## config.mk

```make
export PLATFORM = sky130hd
export DESIGN_NAME = dsfr_device_flat
export DESIGN_NICKNAME = d
export VERILOG_FILES = /design/src/core/dsfr_pkg.sv /design/src/core/dsfr_link_if.sv /design/src/core/dsfr_sync.sv /design/src/core/dsfr_device.sv /design/src/flat_wrapper.sv
export SDC_FILE = /design/constraint.sdc
export NUM_CORES = 1
export LEC_CHECK = 0
export BUFFER_PORTS_ARGS = -buffer_cell sky130_fd_sc_hd__buf_4
export CAP_MARGIN = 5
export CELL_PAD_IN_SITES_DETAIL_PLACEMENT = 1
export CELL_PAD_IN_SITES_GLOBAL_PLACEMENT = 2
export CORE_UTILIZATION = 39
export CTS_CLUSTER_SIZE = 25
export DETAILED_ROUTE_END_ITERATION = 12
export PLACE_DENSITY_LB_ADDON = 0.15
export SLEW_MARGIN = 25
export SYNTH_ARGS = -nofsm -noshare
export SYNTH_HDL_FRONTEND = slang
export SYNTH_SLANG_ARGS = --single-unit
```

## constraint.sdc

```tcl
create_clock -name CLK_SYS -period 8.4 [get_ports CLK_SYS]
set_clock_uncertainty 0.1 [all_clocks]
set_input_delay 0 -clock CLK_SYS [delete_from_list [all_inputs] [get_ports CLK_SYS]]
set_output_delay 0 -clock CLK_SYS [all_outputs]
set_load 0.01 [all_outputs]
```

## src/core/dsfr_pkg.sv

```systemverilog
// What this block does
// - checked frames are 32-bit words
// - most significant bit sent and assembled first
// - device samples data on serial clock fall
// - unchecked mode uses 24-bit word
// - unchecked mode drops last eight bits
// - fixed slip, address, register, data, check fields
// - data codes are straight binary only
// - host serial clock at most 50 MHz
// - never both current and voltage enabled
// - software picks voltage span and overrange
// - software picks current range and resistor
// - both outputs disabled after any reset
// - pull-down switch open after reset, settable
// - host refreshes calibration before enabling output
// - host waits 500 us after refresh
// - held in reset until supplies good
// - reset pin and software command reset fully
// - host silent 100 us after reset
package dsfr_pkg;
  localparam int FRAME_BITS = 32;
  localparam int SHORT_BITS = 24;
  localparam int CHECK_BITS = 8;
  localparam int SLIP_POS = 31;
  localparam int DEVA_MSB = 30;
  localparam int DEVA_LSB = 29;
  localparam int REGA_MSB = 28;
  localparam int REGA_LSB = 24;
  localparam int DATA_MSB = 23;
  localparam int DATA_LSB = 8;
  localparam int SYNC_STAGES = 2;
  // device register addresses
  localparam logic [4:0] REG_DAC_INPUT = 5'h01;
  localparam logic [4:0] REG_OUT_CONFIG = 5'h02;
  localparam logic [4:0] REG_GEN_SETUP_ONE = 5'h03;
  localparam logic [4:0] REG_CONV_SETUP_TWO = 5'h04;
  localparam logic [4:0] REG_KEY = 5'h08;
  localparam logic [15:0] KEY_SOFT_RESET = 16'hA5C3;
  localparam logic [15:0] KEY_CAL_REFRESH = 16'hFCBA;
  // register fields and reset values
  localparam int OC_VOLT_EN = 0;
  localparam int OC_CURR_EN = 1;
  localparam int OC_VRANGE_LSB = 2;
  localparam int OC_OVERRANGE = 4;
  localparam int OC_CRANGE_LSB = 5;
  localparam int OC_EXT_RES = 8;
  localparam int GS_CHECK_EN = 0;
  localparam int CS_PULLDOWN = 0;
  localparam logic [15:0] DAC_RST = 16'h0000;
  localparam logic [15:0] OUT_CONFIG_RST = 16'h0000;
  localparam logic [15:0] GEN_SETUP_RST = 16'h0001;
  localparam logic [15:0] CONV_SETUP_RST = 16'h0000;
  // timing
  localparam int CLK_MHZ = 20;
  localparam int SCLK_MAX_MHZ = 50;
  localparam int SCLK_HALF_CYC = 4;
  localparam int CAL_WAIT_US = 500;
  localparam int CAL_WAIT_CYC = CAL_WAIT_US * CLK_MHZ;
  localparam int QUIET_US = 100;
  localparam int QUIET_CYC = QUIET_US * CLK_MHZ;
  localparam int RESET_PULSE_CYC = 8;
  // host controller registers
  localparam logic [3:0] HOST_FRAME = 4'h0;
  localparam logic [3:0] HOST_CTRL = 4'h4;
  localparam logic [3:0] HOST_STATUS = 4'h8;
  localparam logic [7:0] CRC_POLY = 8'h07;

  ////////////////////////////////////////////////////////////////
  // check byte over the upper 24 bits, msb first, zero seed
  function automatic logic [7:0] dsfr_crc8(input logic [23:0] d);
    logic [7:0] c;
    c = 8'h00;
    for (int i = 23; i >= 0; i--)
    begin
      c = (c[7] ^ d[i]) ? ({c[6:0], 1'b0} ^ CRC_POLY) : {c[6:0], 1'b0};
    end
    return c;
  endfunction : dsfr_crc8
endpackage : dsfr_pkg

```

## src/core/dsfr_link_if.sv

```systemverilog
`timescale 1ns/100ps
interface dsfr_link_if;
  logic sclk;
  logic cs_b;
  logic sdi;
  logic reset_b;
  modport host (output sclk, output cs_b, output sdi, output reset_b);
  modport device (input sclk, input cs_b, input sdi, input reset_b);
endinterface : dsfr_link_if

```

## src/core/dsfr_sync.sv

```systemverilog
`timescale 1ns/100ps
module dsfr_sync
  import dsfr_pkg::*;
#(
  parameter int WIDTH = 1,
  parameter logic [WIDTH-1:0] INIT = '0
)(
  input wire logic clk,
  input wire logic rst_b,
  input wire logic [WIDTH-1:0] d,
  output logic [WIDTH-1:0] q
);
  logic [WIDTH-1:0] meta;

  always_ff @(posedge clk or negedge rst_b)
  begin
    if (!rst_b)
    begin
      meta <= INIT;
      q <= INIT;
    end
    else
    begin
      meta <= d;
      q <= meta;
    end
  end
endmodule : dsfr_sync

```

## src/core/dsfr_device.sv

```systemverilog
`timescale 1ns/100ps
module dsfr_device
  import dsfr_pkg::*;
(
  input wire logic CLK_SYS,
  input wire logic RST_B,
  dsfr_link_if.device LINK,
  input wire logic POWER_GOOD,
  input wire logic [1:0] DEV_ADDR,
  output logic [15:0] DAC_CODE,
  output logic VOLT_EN,
  output logic CURR_EN,
  output logic [1:0] VOLT_RANGE,
  output logic OVERRANGE_EN,
  output logic [2:0] CURR_RANGE,
  output logic EXT_RESISTOR,
  output logic PULLDOWN_CLOSED,
  output logic CHECK_EN,
  output logic CAL_REFRESHED,
  output logic IN_RESET,
  output logic FRAME_ERR
);
  // idle levels: sclk high, cs_b high, sdi low, reset_b high, power good
  localparam logic [6:0] SYNC_INIT = 7'h6C;

  logic [6:0] synced;
  logic sclk_s;
  logic cs_s;
  logic sdi_s;
  logic rpin_s;
  logic pg_s;
  logic [1:0] addr_s;
  logic sclk_q;
  logic cs_q;
  logic [31:0] shreg;
  logic [23:0] short_word;
  logic [5:0] cnt;
  logic [15:0] out_cfg;
  logic [15:0] gen_setup;
  logic [15:0] conv_setup;
  logic soft_rst;

  ////////////////////////////////////////////////////////////////
  // pin crossing
  dsfr_sync #(.WIDTH(7), .INIT(SYNC_INIT)) u_sync (
    .clk(CLK_SYS),
    .rst_b(RST_B),
    .d({LINK.sclk, LINK.cs_b, LINK.sdi, LINK.reset_b, POWER_GOOD, DEV_ADDR}),
    .q(synced)
  );
  assign {sclk_s, cs_s, sdi_s, rpin_s, pg_s, addr_s} = synced;

  ////////////////////////////////////////////////////////////////
  // decode
  wire sclk_fall = sclk_q & ~sclk_s;
  wire frame_end = cs_s & ~cs_q;
  wire chk = gen_setup[GS_CHECK_EN];
  wire int_rst = ~pg_s | ~rpin_s | soft_rst;
  wire [23:0] word = chk ? shreg[31:8] : short_word;
  wire [31:0] frame = {word, 8'h00};
  wire len_ok = chk ? (cnt == 6'(FRAME_BITS)) : (cnt == 6'(SHORT_BITS) || cnt == 6'(FRAME_BITS));
  wire crc_ok = ~chk | (dsfr_crc8(shreg[31:8]) == shreg[7:0]);
  wire [1:0] f_dev = frame[DEVA_MSB:DEVA_LSB];
  wire [4:0] f_reg = frame[REGA_MSB:REGA_LSB];
  wire [15:0] f_data = frame[DATA_MSB:DATA_LSB];
  wire good = len_ok & crc_ok;
  wire accept = frame_end & good & (f_dev == addr_s);
  wire dual = f_data[OC_VOLT_EN] & f_data[OC_CURR_EN];
  wire wr_dac = accept & (f_reg == REG_DAC_INPUT);
  wire wr_oc = accept & (f_reg == REG_OUT_CONFIG) & ~dual;
  wire wr_gs = accept & (f_reg == REG_GEN_SETUP_ONE);
  wire wr_cs = accept & (f_reg == REG_CONV_SETUP_TWO);
  wire wr_key = accept & (f_reg == REG_KEY);

  ////////////////////////////////////////////////////////////////
  // shift register
  always_ff @(posedge CLK_SYS or negedge RST_B)
  begin
    if (!RST_B)
    begin
      sclk_q <= 1'b1;
      cs_q <= 1'b1;
      shreg <= 32'h00000000;
      short_word <= 24'h000000;
      cnt <= 6'h00;
    end
    else
    begin
      sclk_q <= sclk_s;
      cs_q <= cs_s;
      if (cs_s || int_rst)
      begin
        cnt <= 6'h00;
      end
      else if (sclk_fall)
      begin
        shreg <= {shreg[30:0], sdi_s};
        if (cnt != 6'h3F)
        begin
          cnt <= cnt + 6'h01;
        end
        if (cnt == 6'(SHORT_BITS - 1))
        begin
          short_word <= {shreg[22:0], sdi_s};
        end
      end
    end
  end

  ////////////////////////////////////////////////////////////////
  // configuration registers
  always_ff @(posedge CLK_SYS or negedge RST_B)
  begin
    if (!RST_B)
    begin
      DAC_CODE <= DAC_RST;
      out_cfg <= OUT_CONFIG_RST;
      gen_setup <= GEN_SETUP_RST;
      conv_setup <= CONV_SETUP_RST;
      CAL_REFRESHED <= 1'b0;
      soft_rst <= 1'b0;
      IN_RESET <= 1'b1;
      FRAME_ERR <= 1'b0;
    end
    else if (int_rst)
    begin
      DAC_CODE <= DAC_RST;
      out_cfg <= OUT_CONFIG_RST;
      gen_setup <= GEN_SETUP_RST;
      conv_setup <= CONV_SETUP_RST;
      CAL_REFRESHED <= 1'b0;
      soft_rst <= 1'b0;
      IN_RESET <= 1'b1;
      FRAME_ERR <= 1'b0;
    end
    else
    begin
      IN_RESET <= 1'b0;
      FRAME_ERR <= frame_end & (cnt != 6'h00) & ~good;
      if (wr_dac)
      begin
        DAC_CODE <= f_data;
      end
      if (wr_oc)
      begin
        out_cfg <= f_data;
      end
      if (wr_gs)
      begin
        gen_setup <= f_data;
      end
      if (wr_cs)
      begin
        conv_setup <= f_data;
      end
      soft_rst <= wr_key & (f_data == KEY_SOFT_RESET);
      if (wr_key && f_data == KEY_CAL_REFRESH)
      begin
        CAL_REFRESHED <= 1'b1;
      end
    end
  end

  assign VOLT_EN = out_cfg[OC_VOLT_EN];
  assign CURR_EN = out_cfg[OC_CURR_EN];
  assign VOLT_RANGE = out_cfg[OC_VRANGE_LSB+1:OC_VRANGE_LSB];
  assign OVERRANGE_EN = out_cfg[OC_OVERRANGE];
  assign CURR_RANGE = out_cfg[OC_CRANGE_LSB+2:OC_CRANGE_LSB];
  assign EXT_RESISTOR = out_cfg[OC_EXT_RES];
  assign PULLDOWN_CLOSED = conv_setup[CS_PULLDOWN];
  assign CHECK_EN = chk;
endmodule : dsfr_device

```

## src/flat_wrapper.sv

```systemverilog
// flat-port wrapper written by rule: the top's interface ports become plain ports
module dsfr_device_flat import dsfr_pkg::*;
  (CLK_SYS, RST_B, POWER_GOOD, DEV_ADDR, DAC_CODE, VOLT_EN, CURR_EN, VOLT_RANGE, OVERRANGE_EN, CURR_RANGE, EXT_RESISTOR, PULLDOWN_CLOSED, CHECK_EN, CAL_REFRESHED, IN_RESET, FRAME_ERR, LINK_sclk, LINK_cs_b, LINK_sdi, LINK_reset_b);
  dsfr_link_if LINK_i ();
  input wire logic CLK_SYS;
  input wire logic RST_B;
  input wire logic POWER_GOOD;
  input wire logic [1:0] DEV_ADDR;
  output logic [15:0] DAC_CODE;
  output logic VOLT_EN;
  output logic CURR_EN;
  output logic [1:0] VOLT_RANGE;
  output logic OVERRANGE_EN;
  output logic [2:0] CURR_RANGE;
  output logic EXT_RESISTOR;
  output logic PULLDOWN_CLOSED;
  output logic CHECK_EN;
  output logic CAL_REFRESHED;
  output logic IN_RESET;
  output logic FRAME_ERR;
  input wire logic [$bits(LINK_i.sclk)-1:0] LINK_sclk;
  input wire logic [$bits(LINK_i.cs_b)-1:0] LINK_cs_b;
  input wire logic [$bits(LINK_i.sdi)-1:0] LINK_sdi;
  input wire logic [$bits(LINK_i.reset_b)-1:0] LINK_reset_b;
  assign LINK_i.sclk = LINK_sclk;
  assign LINK_i.cs_b = LINK_cs_b;
  assign LINK_i.sdi = LINK_sdi;
  assign LINK_i.reset_b = LINK_reset_b;
  dsfr_device u_core (.CLK_SYS(CLK_SYS), .RST_B(RST_B), .LINK(LINK_i), .POWER_GOOD(POWER_GOOD), .DEV_ADDR(DEV_ADDR), .DAC_CODE(DAC_CODE), .VOLT_EN(VOLT_EN), .CURR_EN(CURR_EN), .VOLT_RANGE(VOLT_RANGE), .OVERRANGE_EN(OVERRANGE_EN), .CURR_RANGE(CURR_RANGE), .EXT_RESISTOR(EXT_RESISTOR), .PULLDOWN_CLOSED(PULLDOWN_CLOSED), .CHECK_EN(CHECK_EN), .CAL_REFRESHED(CAL_REFRESHED), .IN_RESET(IN_RESET), .FRAME_ERR(FRAME_ERR));
endmodule
```

==> results of run 1 <==
==> state kept, by name, summed over array words and instances (netlist names) <==
signal / flops
u_core.sclk_q: 1
u_core.u_sync.q: 7
u_core.out_cfg: 9
u_core.IN_RESET: 1
u_core.u_sync.meta: 7
u_core.FRAME_ERR: 1
u_core.cs_q: 1
u_core.shreg: 32
u_core.cnt: 6
u_core.short_word: 23
u_core.DAC_CODE: 16
u_core.CAL_REFRESHED: 1
u_core.conv_setup: 1
u_core.soft_rst: 1
u_core.gen_setup: 1
==> how the worst max path moves through the flow <==
stage	end	slack [ps]
4_1_cts	u_core.short_word[19]$_DFFE_PN0P_	4820
5_1_grt	u_core.DAC_CODE[1]$_DFFE_PN0P_	4730
2_1_floorplan	u_core.DAC_CODE[14]$_DFFE_PN0P_	5310
3_5_place_dp	u_core.short_word[7]$_DFFE_PN0P_	4840
6_report	u_core.DAC_CODE[8]$_DFFE_PN0P_	4900
3_3_place_gp	u_core.short_word[2]$_DFFE_PN0P_	4900
==> layout make-up <==
cell class              count  area share [%]
clock inverters             7            1.45
clock buffers               9            3.58
flip-flops and latches    108            43.1
multi-input cells         359            41.1
well taps                 176            3.50
repair buffers             51            6.71
inverters                   8           0.477
==> layer usage <==
metal	wire length (um)	vias up	track usage, %	part of all wire (%)
met4	134	0	5.86	0.99
met3	392	13	3.87	2.9
met2	6310	62	31.2	46
met1	6740	1921	29.7	50
li1	-	1769	-	-
met5	0	-	0	0
==> kinds of logic after synthesis <==
group                      Yosys count
muxes                               61
DFF                                108
adders and majority gates            2
and+or+nand+nor                    207
AOI/OAI and AO/OA                   36
xor gates and xnor gates            53
buffers and inverters               41
==> per-stage QoR <==
step | instance area, um2 | hold WS, ps | utilization (%) | setup slack (ps)
after floorplan | 5470 | -396 | - | 5310
after global placement | 5870 | -99.2 | 43.7 | 4900
after detailed placement | 5870 | -96.7 | 43.7 | 4840
after CTS | 6270 | 60.2 | 46.6 | 4820
after global routing | 6300 | 96.5 | 46.8 | 4730
final | 6300 | 44.3 | 46.8 | 4900
==> worst max-delay path, stage by stage (launching register included) <==
cell and delay (ps):
dfrtp_1 450, xnor3_1 470, xor3_1 410, xor3_1 420
xnor2_1 170, and3_1 220, o211ai_4 320, a2bb2oi_4 580
mux2i_1 270
==> cells in the final DEF (no fill, tap or decap), types with 9 or more instances in the layout <==
cell type and instances:
xnor2_1 21, clkbuf_16 9, mux2_2 32, xor2_1 15
o21ai_0 10, nand2_1 139, dfstp_2 12, mux2i_1 28
nor3_1 12, nor2_1 9, dfrtp_1 96, xnor3_1 13
buf_4 42
==> power groups by stage <==
stage | Sequential (mW) | Clock, mW | Combinational [mW]
floorplan | 0.543 | 0 | 0.0299
global placement | 0.546 | 0 | 0.0508
detailed placement | 0.546 | 0 | 0.0522
CTS | 0.536 | 0.470 | 0.0552
global route | 0.537 | 0.488 | 0.0615
finish | 0.536 | 0.455 | 0.0556
==> flow_summary.toml, run 1 <==
[status]
outcome = "finished, final reports clean"

[synthesis]
synthMuxAreaShare_pct = 12.1
ys_top_cells_by_area = "dfrtp_1 (44%), nand2_1 (9.5%), mux2_2 (6.6%)"
yosys.cell_count.top_type = "nand2_1"
async_flop_share_pct = 100
synth_edf_count = 0
synth_xor_area_share_pct = 12.7
synth-compound-area-share_pct = 5.08
synth-adder-area-share_pct = 0.458
synth-main-ff-cell = "dfrtp_1"
yosysTopAreaCell = "dfrtp_1"
synth_top_family_by_area = "simple AND/OR/NAND/NOR gates"
netlist_top_cells_count = "nand2_1 (139), dfrtp_1 (96), mux2_2 (32)"
ys_seq_area_share_pct = 49.7
synth_cell_type_count = 52
synth_fp_nets = 519
syn_area_per_cell_um2 = 10.8
yosys.area_share.simple_pct = 16.8
netlist_instances = 508
synth_top_area_share_pct = 43.9
ys_seq_elements = 108
synth_warnings = 0
syn_area_mm2 = 0.00547

[clock_network]
postCtsSetupRepairBufs = 0
cts.clk_slew.worst_paths_ps = 70
cts_buffers = 9
clockBufferDepth = 2
cts_resized = 0
cts-htree-levels = 3
cts_tree = "done"
hold_buffers = 8
clk_latency_ps = 350
cts_sinks = 108
cts-root-buf = "clkbuf_16"

[setup_path]
reg2reg_slack_ps = 4900
cp_max_fo = 16
cp-startpoint = "u_core.shreg[22]$_DFFE_PN0P_"
cp.arrival_ps = 3670
r2r-start = "u_core.shreg[22]$_DFFE_PN0P_"
rr_worst_depth = 8
critPathKind = "flip-flop to flip-flop"
cp-start-kind = "flip-flop"
cp-end-kind = "flip-flop"
critPathRequiredTime_ps = 8570
r2r-end = "u_core.DAC_CODE[8]$_DFFE_PN0P_"

[timing]
fmax_mhz = 285
min_period_ps = 3500
fin_setup_tns_ps = 0
setup_violations = 0
maxSlewHeadroom_pct = 39.3
finalCritPeriodShare_pct = 41.7
rsz0062_at_grt = "false"
tightest_slew_ps = 910
timing.final.hold_violations = 0
report.final.slew_viol_count = 0

[floorplanning]
core_area_mm2 = 0.0135
die_w_um = 120
start_util_pct = 40.6
die_area_mm2 = 0.0145
io_pins = 39
row_count = 42
die-height_um = 120

[detailed_routing]
vias_per_cell = 5.24
routedWlPerCell_um = 18.9
ant_nets = 0
vias = 3765
drtIter0Drc = 204
firstDrtPassIters = 4
routed_wirelength_um = 13600
drc = 0

[finish]
n_antenna_cell = 0
fin_nets = 548
final_cells = 718
ff_latch_area_mm2 = 0.00272
layout-drive-gt1-share_pct = 21.4
n_fill_cell = 1490
multi_input_area_mm2 = 0.00259
area_growth_pct = 15.2

[pwr]
netSwitchingPower_mw = 0.234
netSwitchingFraction_pct = 22.4
cellPowerDensity_mw_per_mm2 = 166
seq_power_share_pct = 51.2
power.total_mw = 1.05
combinationalPowerShare_pct = 5.3
clkPwrFrac_pct = 43.5
ir_drop_v = 0.000111
p_int_mw = 0.811
power_leakage_nw = 3.14

[grt]
grt_pass1_wl_um = 22200
grt_pass1_vias = 3872
grt_antenna_before_repair = 0
grtUsageTotal_pct = 20.5
grt_overflow = 0
grt_max_degree = 71

[run]
max_cap_violations = 0

[place]
portBuffers = 38
finalWeightedCongestion = 0.806
dp_hpwl_um = 9340
dpl.cell_count = 693

[worst_hold_path]
min_path_type = "primary input to asynchronous set/reset pin"
Note: power is estimated with default switching activity, not from simulation.
==> run 2, diff against run 1 <==
--- a/config.mk
+++ b/config.mk
@@ -9,7 +9,7 @@
 export CAP_MARGIN = 5
 export CELL_PAD_IN_SITES_DETAIL_PLACEMENT = 1
 export CELL_PAD_IN_SITES_GLOBAL_PLACEMENT = 2
-export CORE_UTILIZATION = 39
+export CORE_UTILIZATION = 36
 export CTS_CLUSTER_SIZE = 25
 export DETAILED_ROUTE_END_ITERATION = 12
 export PLACE_DENSITY_LB_ADDON = 0.15
==> constraint.sdc (replaced) <==
create_clock -name CLK_SYS -period 3.2 [get_ports CLK_SYS]
set_clock_uncertainty 0.1 [all_clocks]
set_input_delay 0 -clock CLK_SYS [delete_from_list [all_inputs] [get_ports CLK_SYS]]
set_output_delay 0 -clock CLK_SYS [all_outputs]
set_load 0.01 [all_outputs]
==> flow_summary.toml, run 2 (synthesis gave the netlist of run 1 again) <==
[detailed_routing]
routed_wirelength_um = 14300
drc = 0
routedWlPerCell_um = 18.8
vias_per_cell = 5.06
firstDrtPassIters = 6
drtIter0Drc = 175
vias = 3853
ant_nets = 0

[timing]
maxSlewHeadroom_pct = 60.5
fmax_mhz = 319
min_period_ps = 3140
fin_setup_tns_ps = 0
setup_violations = 0
rsz0062_at_grt = "true"
tightest_slew_ps = 585
finalCritPeriodShare_pct = 98.0
report.final.slew_viol_count = 0
timing.final.hold_violations = 0

[setup_path]
cp_cell_sequence = "xnor3_2 > xor2_2 > xnor3_1 > or3_4 > a211oi_4 > o211ai_4 > buf_6 > a211o_1 > mux2i_1"
cp_top_family = "XOR/XNOR gates"
rr_worst_depth = 9
cp-end-kind = "flip-flop"
path_depth = 9
cpMaxStageDelayCell = "dfrtp_2"
cp-start-kind = "flip-flop"
cp_max_fo = 4
worst-path-buf-inv = 1
r2r-start = "u_core.shreg[26]$_DFFE_PN0P_"
reg2reg_slack_ps = 60
critPathKind = "flip-flop to flip-flop"
critPathRequiredTime_ps = 3330
r2r-end = "u_core.conv_setup[0]$_DFFE_PN0P_"
critPathMaxStageDelay_ps = 440
cp.arrival_ps = 3270

[pwr]
power_leakage_nw = 3.35
ir_drop_v = 0.000218
cellPowerDensity_mw_per_mm2 = 406
power.total_mw = 2.71

[clock_network]
cts_sinks = 108
cts_tree = "done"
cts-root-buf = "clkbuf_16"
cts.clk_slew.worst_paths_ps = 70
cts-htree-levels = 3
clk_latency_ps = 350
cts_buffers = 9
clockBufferDepth = 2

[grt]
grt_overflow = 0
grt_pass1_wl_um = 23400
grt_max_degree = 109
grt_antenna_before_repair = 0
grt_pass1_vias = 4132
grtUsageTotal_pct = 19.5

[finish]
top_register = "u_core.shreg"
largest_reg_flops = 32
n_antenna_cell = 0
layout-drive-gt1-share_pct = 28.4
fin_nets = 583
final_cell_mix = "nand2_1 (139), dfrtp_1 (94), buf_4 (74), mux2_2 (32), mux2i_1 (28)"
area_growth_pct = 21.9
final_cells = 761
n_fill_cell = 1607
top_regs = "u_core.shreg: 32 flops, u_core.short_word: 23 flops, u_core.DAC_CODE: 16 flops"
final_common_cell = "nand2_1"

[worst_hold_path]
min_path_type = "primary input to asynchronous set/reset pin"

[place]
dpl.cell_count = 730
finalWeightedCongestion = 0.778
dp_hpwl_um = 9730
portBuffers = 38

[floorplanning]
io_pins = 39
die_w_um = 125
core_area_mm2 = 0.0147
row_count = 44
die-height_um = 125
start_util_pct = 37.2
die_area_mm2 = 0.0157

[run]
max_cap_violations = 0

[status]
outcome = "finished, final reports clean"
[run 2: worst min-delay path, cell delays in order]
cell and delay (ps):
dlygate4sd3_1 530, buf_4 110, buf_12 440
[run 2: routing by layer]
metal	GRT usage (%)	vias to the layer above	routed length, um
li1	-	1833	-
met1	27.5	1953	7140
met2	31.1	53	6630
met3	2.44	14	344
met4	6.96	0	232
met5	0	-	0
[run 2: cell type report]
class | count | area [um2] | area share, %
multi-input combinational | 359 | 2680 | 40.1
clock buffer | 16 | 302 | 4.52
sequential | 108 | 2720 | 40.8
inverter | 8 | 30.0 | 0.451
tap | 184 | 230 | 3.45
timing repair buffer | 86 | 707 | 10.6
[run 2: per-stage QoR]
step	hold WS [ps]	setup slack (ps)	instance area [um2]	util (%)
3_5_place_dp	9.88	-202	6130	41.7
2_1_floorplan	-396	106	5470	-
3_3_place_gp	9.38	-130	6130	41.7
4_1_cts	178	0.225	6560	44.7
6_report	177	63.4	6660	45.3
5_1_grt	185	-69.9	6660	45.3
[run 2: worst max-delay path by stage]
stage	startpoint	to	slack (ps)
final	u_core.shreg[26]$_DFFE_PN0P_	u_core.conv_setup[0]$_DFFE_PN0P_	60
after global routing	u_core.shreg[26]$_DFFE_PN0P_	u_core.CAL_REFRESHED$_DFFE_PN0P_	-70
after CTS	u_core.shreg[26]$_DFFE_PN0P_	u_core.conv_setup[0]$_DFFE_PN0P_	0.2
after detailed placement	u_core.shreg[20]$_DFFE_PN0P_	u_core.CAL_REFRESHED$_DFFE_PN0P_	-200
after global placement	u_core.shreg[20]$_DFFE_PN0P_	u_core.CAL_REFRESHED$_DFFE_PN0P_	-130
after floorplan	u_core.shreg[30]$_DFFE_PN0P_	u_core.DAC_CODE[14]$_DFFE_PN0P_	110
[run 2: report_power, final]
part           internal [mW]  switching, mW  leakage, nW
logic                 0.0659         0.0952         1.75
clock network          0.637          0.502        0.149
registers               1.39         0.0169         1.45
[run 2: timing repair]
item	CTS	global route
cloned	0	0
pin swaps	4	8
hold buffers	8	0
hold endpoints to repair	103	0
resized for setup	7	12
endpoints found under the setup margin	27	22
setup buffers	2	5
